==> src/block_power_pkg.sv <==
// package for the serial block power control word
// assumes a single 20 MHz system clock domain
package block_power_pkg;

  localparam int unsigned WORD_BITS    = 17;
  localparam int unsigned CNT_W        = 5;
  localparam int unsigned BIT_TX_OSC   = 3;
  localparam int unsigned BIT_TX_MIX   = 4;
  localparam int unsigned BIT_MOD      = 5;
  localparam int unsigned BIT_DRV      = 6;
  localparam int unsigned BIT_DIV2     = 7;
  localparam logic [16:0] CTRL_RESET   = 17'h0_0000;

  // per-block enables, 1 = functional, 0 = standby
  typedef struct packed {
    logic div2_lim;
    logic drv_amp;
    logic modulator;
    logic tx_mixer;
    logic tx_osc;
  } block_en_t;

endpackage

==> src/serial_power_control_word.sv <==
// serial power control word: shift register, holding and operation regs
// assumes serial clock, data and load strobe arrive asynchronously as pins
//
// Contract
// (RULE1) 17 bits, lsb first, into holding register
// (RULE2) strobe rising edge copies holding to operation
// (RULE3) bit 3 enables transmit oscillator and buffer
// (RULE4) bit 4 enables transmit mixer, LO buffer
// (RULE5) bits 5,6,7 enable modulator, driver, divider
// (RULE6) each enable independent; cleared means standby
// (RULE7) reserved bits written zero, ignored by device
`timescale 1ns/1ps
`default_nettype none

module serial_power_control_word
  import block_power_pkg::*;
(
  input  wire logic        clk_i,
  input  wire logic        rst_n_i,
  input  wire logic        ser_clk_i,
  input  wire logic        ser_data_i,
  input  wire logic        load_strobe_i,
  output var  block_en_t   block_en_o,
  output var  logic [16:0] op_word_o,
  output var  logic [4:0]  bit_count_o
);

  // ==========================================================
  // input synchronisers
  logic [1:0] sclk_sync_reg;
  logic [1:0] sdat_sync_reg;
  logic [1:0] stb_sync_reg;
  logic       sclk_prev_reg;
  logic       stb_prev_reg;

  always_ff @(posedge clk_i or negedge rst_n_i) begin
    if (!rst_n_i) begin
      sclk_sync_reg <= 2'h0;
      sdat_sync_reg <= 2'h0;
      stb_sync_reg  <= 2'h0;
      sclk_prev_reg <= 1'b0;
      stb_prev_reg  <= 1'b0;
    end else begin
      sclk_sync_reg <= {sclk_sync_reg[0], ser_clk_i};
      sdat_sync_reg <= {sdat_sync_reg[0], ser_data_i};
      stb_sync_reg  <= {stb_sync_reg[0], load_strobe_i};
      sclk_prev_reg <= sclk_sync_reg[1];
      stb_prev_reg  <= stb_sync_reg[1];
    end
  end

  logic shift_evt;
  logic load_evt;
  assign shift_evt = sclk_sync_reg[1] & ~sclk_prev_reg;
  assign load_evt  = stb_sync_reg[1] & ~stb_prev_reg;

  // ==========================================================
  // holding register, lsb arrives first so shift toward lsb
  logic [16:0] hold_reg;
  logic [4:0]  cnt_reg;

  always_ff @(posedge clk_i or negedge rst_n_i) begin
    if (!rst_n_i) begin
      hold_reg <= CTRL_RESET;
    end else if (shift_evt) begin
      hold_reg <= {sdat_sync_reg[1], hold_reg[16:1]}; // RULE1
    end
  end

  // bits seen since last load, saturates at word length
  always_ff @(posedge clk_i or negedge rst_n_i) begin
    if (!rst_n_i) begin
      cnt_reg <= 5'h00;
    end else if (load_evt) begin
      cnt_reg <= 5'h00;
    end else if (shift_evt && cnt_reg != CNT_W'(WORD_BITS)) begin
      cnt_reg <= cnt_reg + 5'h01; // RULE1
    end
  end

  // ==========================================================
  // operation register and block enables
  logic [16:0] op_reg;

  always_ff @(posedge clk_i or negedge rst_n_i) begin
    if (!rst_n_i) begin
      op_reg <= CTRL_RESET;
    end else if (load_evt) begin
      op_reg <= hold_reg; // RULE2
    end
  end

  // picks the five enable bits, reserved bits fall away here
  function automatic block_en_t decode_en(input logic [16:0] word);
    block_en_t dec;
    dec.tx_osc    = word[BIT_TX_OSC]; // RULE3
    dec.tx_mixer  = word[BIT_TX_MIX]; // RULE4
    dec.modulator = word[BIT_MOD];    // RULE5
    dec.drv_amp   = word[BIT_DRV];    // RULE5
    dec.div2_lim  = word[BIT_DIV2];   // RULE5
    return dec;
  endfunction

  // reserved bits are stored and reach op_word_o but drive no enable
  always_ff @(posedge clk_i or negedge rst_n_i) begin
    if (!rst_n_i) begin
      block_en_o <= '0;
    end else if (load_evt) begin
      block_en_o <= decode_en(hold_reg); // RULE6
    end
  end

  assign op_word_o   = op_reg;
  assign bit_count_o = cnt_reg;
endmodule

`default_nettype wire

==> config.mk <==
export PLATFORM = sky130hd
export DESIGN_NAME = serial_power_control_word
export DESIGN_NICKNAME = d
export VERILOG_FILES = /design/src/block_power_pkg.sv /design/src/serial_power_control_word.sv
export SDC_FILE = /design/constraint.sdc
export NUM_CORES = 1
export LEC_CHECK = 0
export ABC_CLOCK_PERIOD_IN_PS = 1440
export BUFFER_PORTS_ARGS = -buffer_cell sky130_fd_sc_hd__clkbuf_2
export CAP_MARGIN = 10
export CORE_MARGIN = 5
export CORE_UTILIZATION = 54
export DETAILED_ROUTE_END_ITERATION = 7
export PLACE_DENSITY = 0.85
export SYNTH_ARGS = -nofsm -noshare
export SYNTH_HDL_FRONTEND = slang
export SYNTH_SLANG_ARGS = --single-unit
==> constraint.sdc <==
create_clock -name clk_i -period 1.44 [get_ports clk_i]
set_input_delay 0.072 -clock clk_i [delete_from_list [all_inputs] [get_ports clk_i]]
set_output_delay 0.072 -clock clk_i [all_outputs]
set_load 0.02 [all_outputs]
# After elaboration in Yosys (flattened, before gate mapping)
# Cells that the tools add are included.
[totals] register_bits=52 inputBits=5 out_inout_bits=27 word_cells=23
[classes] add_sub_neg=1 n_eq_ne=1 muxes=2 bitwise_logic=4 reduce_logical=2
[ops] op="$mux 5" count=2
[ops] op="$add 5x1->5 const B" count=1
[ops] op="$ne 5x5->1 const B" count=1
[ops] op="$and 1x1->1" count=2
[ops] op="$not 1->1" count=2
[ops] op="$reduce_bool 2->1" count=1
[ops] op="$logic_and 1x1->1" count=1

# Longest topological paths before layout
# Gate-level depths: netlist of run 1.
[logic_depth] depth_word=5 mapped_depth=5 mapped_depth_nobuf=5

# Least setup slack after synthesis of run 1
# OpenSTA, ideal clock, no wires.
[synth_path] kind="reg-to-reg" startpoint="register cnt_reg[1] (netlist: bit_count_o[1])" endpoint="register cnt_reg[1] (netlist: bit_count_o[1])" setup_time_ps=66 arrival_time_ps=1370 t_required_ps=1374 path_slack_ps=4 path_stages_with_launch=5 n_path_buf=0 period_less_slack_ps=1436 path_cell_list="dfrtp_1 inv_1 ha_1 or4_1 nand2_1"
[synth_between] elab_chain_cells=3 elab_cells_between_ends=6 classes_between="add/sub (1); eq/ne (1); mux (2); reduce/logical (2)"
[synth_lines] element="from (decl)" line_no="serial_power_control_word.sv:60" text="logic [4:0] cnt_reg;"
[synth_lines] element="from (signal assigned)" line_no="serial_power_control_word.sv:77" text="cnt_reg <= cnt_reg + 5'h01;"
[synth_lines] element="$add 5x1->5 or $ne 5x5->1 (tied branches)" line_no="serial_power_control_word.sv:77, serial_power_control_word.sv:76"
[synth_lines] element="$mux 5 or $logic_and 1x1->1 (tied branches)" line_no="serial_power_control_word.sv:76" text="end else if (shift_evt && cnt_reg != CNT_W'(WORD_BITS)) begin"
[synth_lines] element="$mux 5 or $reduce_bool 2->1 (tied branches)"
# Parallel ways exist; a longest one is shown, timed or not. The select of a mux whose other input is x is not followed.
# A chain may end at the register's enable or synchronous reset.

# Worst setup path in the final report of run 1
# Same ends and word-level chain as after synthesis.

==> impl_metrics.tcl, run 1 <==
set metrics [dict create \
    drt-initial-drc-count 86 \
    post_synth.cell_area_avg_sq_um 9.59 \
    boundaryPins 32 \
    max_clock_freq_mhz 727 \
    clockBufferDepth 2 \
    dp.cells 259 \
    hold_violations 0 \
    post_synth_num_cell_types 18 \
    leakagePower_nw 1.18 \
    largest_net_degree_at_the_start_of_global_routing 22 \
    power.switching_fraction_pct 32.0 \
    cts.reportedPaths.clkPinSlew_ns 0.13 \
    peakVddDrop_uv 731 \
    groute.usage.overall_pct 16.1 \
    crit_type "flop to flop" \
    routedWlPerCell_um 12.5 \
    synthToLayoutAreaGrowth_pct 17.3 \
    synth_warnings 0 \
    fin_nets 232 \
    clock_insertion_delay_worst_skew_ns 0.36 \
    power_per_cell_area_nw_per_um2 1340 \
    transition_time_at_the_pin_with_the_least_slew_margin_ns 0.647 \
    routed-via-count 1347 \
    grt_first_pass_wirelength_um 5420 \
    initial_core_util_pct 55.2 \
    cts_tree "yes" \
    combPwrFrac_pct 19.0 \
    critical_path.endpoint_type "flop" \
    max_cap_violations 0 \
    finalSetupViolations 0 \
    crit_path_start_kind "flop" \
    first_global_vias 1241 \
    h-tree-depth 2 \
    timing.slew.headroom_pct 56.7 \
    placed_wire_length_estimate_um 2180 \
    finalCritPeriodShare_pct 95.5 \
    power_frac_clock_pct 23.2 \
    die_height_um 67.9 \
    worst_setup_skew_after_layout_ns 0.00817 \
    via_per_inst 4.95 \
    gp_congestion 0.787 \
    drc_errors 0 \
    rsz0062_at_grt "no" \
    layoutNonFillerInstCount 272 \
    yosys_register_bits 47 \
    die_area_sq_um 4610 \
    postLayoutCoreUtil_pct 64.7 \
    worst-path-max-fanout 5 \
    routed_wl_um 3400 \
    drt_pass_1_iters 4 \
    chipWidth_um 67.9 \
    detail-route-antenna-nets 0 \
    grt-ovfl-total 0 \
    synth_fp_nets 196 \
    synth_area_sq_um 1810 \
    cts_inserted_buffers 5 \
    power.switching_mw 0.909 \
    placement.io_buffers 31 \
    worst_hold_path_type "input pin to async pin" \
    core-area_sq_um 3280 \
    placement_row_count 21 \
    critPathArrivalTime_ns 1.69 \
    numClockSinks 47 \
    post_route_cells_drive_above_1_share_pct 23.0 \
    worst_path_required_ns 1.75 \
    fin_crit_ns 1.38 \
    cts.root.buffer_cell "sky130_fd_sc_hd__clkbuf_4" \
    number_of_antenna_violations_at_the_first_check_in_global_routing 0 \
    post_synth_inst_count 189 \
    seq_area_frac_synth_pct 64.9 \
    antenna-diode-count 0 \
    internal_power_mw 1.93 \
    slew_limit_fails 0 \
    run_status "completed" \
    power_frac_seq_pct 57.8 \
]
worst max-delay path, stage by stage, from the launching register on:
cell and delay (ns):
sky130_fd_sc_hd__dfrtp_2 0.46, sky130_fd_sc_hd__inv_2 0.05, sky130_fd_sc_hd__ha_2 0.25, sky130_fd_sc_hd__or4_1 0.49, sky130_fd_sc_hd__nand2_1 0.07
final cells by class:
class | instances | area (sq um)
Clock buffer | 6 | 51.3
Timing Repair Buffer | 42 | 248
Tap cell | 46 | 57.6
Sequential cell | 47 | 1180
Inverter | 2 | 7.51
Clock inverter | 2 | 16.3
Fill cell | 287 | 1160
Multi-Input combinational cell | 127 | 566
final timing paths:
kind / startpoint / to / slack, ns / cells after the start
worst max-delay path: bit_count_o[1]$_DFFE_PN0P_ / bit_count_o[1]$_DFFE_PN0P_ / 0.06 / 4
worst min-delay path: rst_n_i / hold_reg[6]$_DFFE_PN0P_ / 0.20 / 2
worst max register to register: bit_count_o[1]$_DFFE_PN0P_ / bit_count_o[1]$_DFFE_PN0P_ / 0.06 / 4
worst min register to register: sdat_sync_reg[0]$_DFF_PN0_ / sdat_sync_reg[1]$_DFF_PN0_ / 0.37 / 0
max in group asynchronous: rst_n_i / bit_count_o[1]$_DFFE_PN0P_ / 0.61 / 3
min in group clk_i: ser_clk_i / sclk_sync_reg[0]$_DFF_PN0_ / 0.34 / 2
per-layer routing:
metal / share of wire (%) / track usage (%) / wire length [um] / up-vias
li1: - / - / - / 649
met1: 43 / 19.0 / 1450 / 648
met2: 50 / 27.9 / 1700 / 42
met3: 5.1 / 3.45 / 173 / 8
met4: 2.1 / 7.44 / 71 / 0
met5: 0 / 0 / 0 / -
through the flow:
step	area, sq um	setup slack (ns)	total power [mW]	setup TNS, ns	hold slack (ns)
after floorplan	1810	0.00449	2.01	0	-0.224
after global placement	1990	0.00621	2.16	0	0.0411
after detailed placement	1990	-0.117	2.19	-1.24	0.0392
after CTS	2100	0.0347	2.84	0	0.176
after global routing	2120	0.0133	3.00	0	0.217
final	2120	0.0647	2.84	0	0.204
synthesized netlist by cell type:
cell / number / area (sq um)
sky130_fd_sc_hd__nand2b_1: 2 / 12.5
sky130_fd_sc_hd__clkbuf_1: 1 / 3.75
sky130_fd_sc_hd__nand3_1: 1 / 5.00
sky130_fd_sc_hd__nor4bb_2: 1 / 16.3
sky130_fd_sc_hd__buf_2: 7 / 35.0
sky130_fd_sc_hd__nand2_1: 105 / 394
sky130_fd_sc_hd__buf_4: 5 / 37.5
sky130_fd_sc_hd__nor2b_1: 2 / 12.5
sky130_fd_sc_hd__a311o_1: 1 / 10.0
sky130_fd_sc_hd__o21ai_0: 3 / 15.0
sky130_fd_sc_hd__a21oi_1: 4 / 20.0
sky130_fd_sc_hd__dfrtp_1: 47 / 1180
sky130_fd_sc_hd__or3_1: 3 / 18.8
sky130_fd_sc_hd__or4_1: 1 / 7.51
sky130_fd_sc_hd__inv_1: 2 / 7.51
sky130_fd_sc_hd__o211ai_1: 1 / 7.51
sky130_fd_sc_hd__ha_1: 2 / 25.0
sky130_fd_sc_hd__nand3b_1: 1 / 7.51
power groups by stage:
| stage | sequential (mW) | clock [mW] | combinational (mW) |
|---|---|---|---|
| after floorplan | 1.76 | 0 | 0.250 |
| after global placement | 1.65 | 0 | 0.510 |
| after detailed placement | 1.67 | 0 | 0.527 |
| after CTS | 1.64 | 0.666 | 0.539 |
| after global routing | 1.67 | 0.725 | 0.604 |
| final | 1.64 | 0.661 | 0.539 |
placed cells by master (no fill, tap or decap):
cell	count
sky130_fd_sc_hd__nand2_1	105
sky130_fd_sc_hd__dfrtp_1	45
sky130_fd_sc_hd__clkbuf_2	31
sky130_fd_sc_hd__buf_4	7
sky130_fd_sc_hd__clkbuf_4	5
sky130_fd_sc_hd__a21oi_1	4
sky130_fd_sc_hd__dlygate4sd3_1	4
sky130_fd_sc_hd__o21ai_0	3
sky130_fd_sc_hd__or3_1	3
sky130_fd_sc_hd__nand2b_1	2
sky130_fd_sc_hd__dfrtp_2	2
sky130_fd_sc_hd__inv_2	1
sky130_fd_sc_hd__inv_1	1
sky130_fd_sc_hd__nand3b_1	1
sky130_fd_sc_hd__a311o_1	1
sky130_fd_sc_hd__nor2b_1	1
sky130_fd_sc_hd__nor4bb_4	1
sky130_fd_sc_hd__o211ai_1	1
sky130_fd_sc_hd__or4_1	1
sky130_fd_sc_hd__nor2b_2	1
sky130_fd_sc_hd__nand3_1	1
sky130_fd_sc_hd__ha_2	1
sky130_fd_sc_hd__ha_1	1
sky130_fd_sc_hd__clkinvlp_4	1
sky130_fd_sc_hd__clkinv_4	1
sky130_fd_sc_hd__clkbuf_8	1
kinds of logic after synthesis:
| logic type | count (synthesis) | synth area share, % |
|---|---|---|
| simple gates | 116 | 26.2 |
| flops | 47 | 64.9 |
| buf+inv | 15 | 4.63 |
| compound gates | 9 | 2.90 |
| fa+ha+maj | 2 | 1.38 |
what timing repair did:
| action | 4_1_cts | 5_1_grt |
|---|---|---|
| hold buffers | 4 | 0 |
| gates resized for setup | 1 | 5 |
| setup endpoints to repair | 17 | 2 |
| buffers inserted | 0 | 1 |
| hold endpoints to repair | 21 | 0 |
| pin swaps | 0 | 3 |
Power figures use the tool's default switching activity.
==> run 2: changes to the inputs <==
- CELL_PAD_IN_SITES_DETAIL_PLACEMENT: default -> 0
- CELL_PAD_IN_SITES_GLOBAL_PLACEMENT: default -> 2
- CORE_UTILIZATION: 54 -> 33
- PLACE_DENSITY: 0.85 -> default
- PLACE_DENSITY_LB_ADDON: default -> 0.1
==> run 2 against run 1 <==
Against the previous run: clock power increased by 31%; setup slack improved by 0.0026 ns; routed wire length increased by 9.1%; largest cell class unchanged; worst hold slack improved by 0.086 ns; utilization decreased by 24 points; clock-buffer cell count increased by 2.
==> impl_metrics.tcl, run 2 (synthesis gave the netlist of run 1 again) <==
set metrics [dict create \
    numClockSinks 47 \
    fin_crit_ns 1.37 \
    regToRegStartpoint "bit_count_o[1]$_DFFE_PN0P_" \
    die_height_um 84.1 \
    power_per_cell_area_nw_per_um2 1380 \
    run_status "completed" \
    r2r_cells 5 \
    drc_errors 0 \
    leakagePower_nw 1.21 \
    timing.rr.end "bit_count_o[0]$_DFFE_PN0P_" \
    worst_setup_slack_for_register_to_register_paths_ns 0.07 \
    hold_ws_ns 0.290 \
    gp_congestion 0.678 \
    number_of_antenna_violations_at_the_first_check_in_global_routing 0 \
    placement_row_count 27 \
    cts.reportedPaths.clkPinSlew_ns 0.08 \
    critical_path.endpoint_type "flop" \
    initial_core_util_pct 33.5 \
    placement.io_buffers 31 \
    via_per_inst 4.28 \
    core-area_sq_um 5410 \
    worst-path-max-fanout 4 \
    fin_nets 233 \
    power.switching_fraction_pct 29.8 \
    internal_power_mw 2.14 \
    chipWidth_um 84.1 \
    finalSetupViolations 0 \
    max_cap_violations 0 \
    boundaryPins 32 \
    rsz0062_at_grt "no" \
    drt-initial-drc-count 48 \
    tns_ns 0 \
    routed_wl_um 3710 \
    slew_limit_fails 0 \
    placed_wire_length_estimate_um 2280 \
    layout.cells.most_common_list "sky130_fd_sc_hd__nand2_1, sky130_fd_sc_hd__dfrtp_1, sky130_fd_sc_hd__clkbuf_2" \
    largest_net_degree_at_the_start_of_global_routing 48 \
    h-tree-depth 2 \
    worst_hold_path_type "input pin to async pin" \
    finalCritPeriodShare_pct 95.3 \
    peakVddDrop_uv 483 \
    grt_first_pass_wirelength_um 6180 \
    dp.cells 285 \
    post_route_cells_drive_above_1_share_pct 20.7 \
    transition_time_at_the_pin_with_the_least_slew_margin_ns 0.276 \
    layoutNonFillerInstCount 299 \
    max_clock_freq_mhz 728 \
    hold_violations 0 \
    power_frac_clock_pct 28.4 \
    drt_pass_1_iters 4 \
    antenna-diode-count 0 \
    critPathArrivalTime_ns 1.59 \
    routed-via-count 1280 \
    groute.usage.overall_pct 11.0 \
    clockBufferDepth 2 \
    detail-route-antenna-nets 0 \
    crit_path_start_kind "flop" \
    combPwrFrac_pct 18.1 \
    crit_type "flop to flop" \
    first_global_vias 1287 \
    power.switching_mw 0.906 \
    cts.root.buffer_cell "sky130_fd_sc_hd__clkbuf_8" \
    power_frac_seq_pct 53.6 \
    synthToLayoutAreaGrowth_pct 21.5 \
    worst_setup_skew_after_layout_ns 0.00751 \
    die_area_sq_um 7070 \
    nFillCells 570 \
    mostFrequentLayoutCell "sky130_fd_sc_hd__nand2_1" \
    worst_path_required_ns 1.65 \
    clock_insertion_delay_worst_skew_ns 0.29 \
    timing.slew.headroom_pct 81.6 \
    routedWlPerCell_um 12.4 \
    cts_tree "yes" \
    cts_inserted_buffers 5 \
    grt-ovfl-total 0 \
]
-- run 2: changes by cell type in the layout (fill, tap and decap cells not counted), moves of 2 or more --
cell / change
sky130_fd_sc_hd__clkbuf_8: +6
sky130_fd_sc_hd__dfrtp_2: -2
sky130_fd_sc_hd__dfrtp_1: +2
sky130_fd_sc_hd__clkbuf_4: -5
-- run 2: worst max-delay path, cell delays in order, from the launching register on --
cell                       delay, ns
sky130_fd_sc_hd__dfrtp_1        0.39
sky130_fd_sc_hd__inv_1          0.06
sky130_fd_sc_hd__ha_1           0.19
sky130_fd_sc_hd__nor4bb_4       0.16
sky130_fd_sc_hd__or3_1          0.33
sky130_fd_sc_hd__a21oi_1        0.17
-- run 2: power by group through the flow --
stage / clock network, mW / logic (mW) / registers (mW)
finish: 0.864 / 0.550 / 1.63
global route: 0.949 / 0.611 / 1.66
CTS: 0.906 / 0.562 / 1.64
detailed placement: 0 / 0.536 / 1.67
global placement: 0 / 0.529 / 1.65
floorplan: 0 / 0.250 / 1.76
-- run 2: final cells by class --
cell class	instances	area (sq um)	area share, %
Clock buffer	8	100	4.55
Inverter	2	7.51	0.341
Multi-Input combinational cell	127	561	25.5
Sequential cell	47	1180	53.4
Tap cell	72	90.1	4.09
Timing Repair Buffer	43	268	12.2
-- run 2: worst max path at each step --
| stage | start | to | cells after the start |
|---|---|---|---|
| finish | bit_count_o[1]$_DFFE_PN0P_ | bit_count_o[0]$_DFFE_PN0P_ | 5 |
| global route | bit_count_o[0]$_DFFE_PN0P_ | bit_count_o[0]$_DFFE_PN0P_ | 4 |
| CTS | bit_count_o[1]$_DFFE_PN0P_ | bit_count_o[0]$_DFFE_PN0P_ | 5 |
| detailed placement | bit_count_o[1]$_DFFE_PN0P_ | bit_count_o[0]$_DFFE_PN0P_ | 5 |
| global placement | bit_count_o[0]$_DFFE_PN0P_ | bit_count_o[1]$_DFFE_PN0P_ | 3 |
| floorplan | bit_count_o[1]$_DFFE_PN0P_ | bit_count_o[1]$_DFFE_PN0P_ | 4 |
-- run 2: per-layer routing --
metal	routed length (um)	part of all wire [%]	up-vias	track usage [%]
li1	-	-	654	-
met1	1760	47	592	13.9
met2	1710	46	29	17.8
met3	191	5.2	5	3.65
met4	45	1.2	0	3.51
met5	0	0	-	0
-- run 2: repair_timing --
item                                    4_1_cts  5_1_grt
hold buffers                                  4        0
endpoints found under the setup margin        1        2
buffers inserted                              2        0
pin swaps                                     0        1
resized for setup                             0        1
endpoints found under the hold margin        50        0
-- run 2: per-stage QoR --
stage          instance area, sq um  util [%]  power (mW)  setup slack (ns)
6_report                       2200      40.7        3.04            0.0673
4_1_cts                        2190      40.6        3.10            0.0337
2_1_floorplan                  1810         -        2.01           0.00449
3_5_place_dp                   2040      37.7        2.20           0.00469
5_1_grt                        2200      40.7        3.22            0.0154
3_3_place_gp                   2040      37.7        2.18             0.105
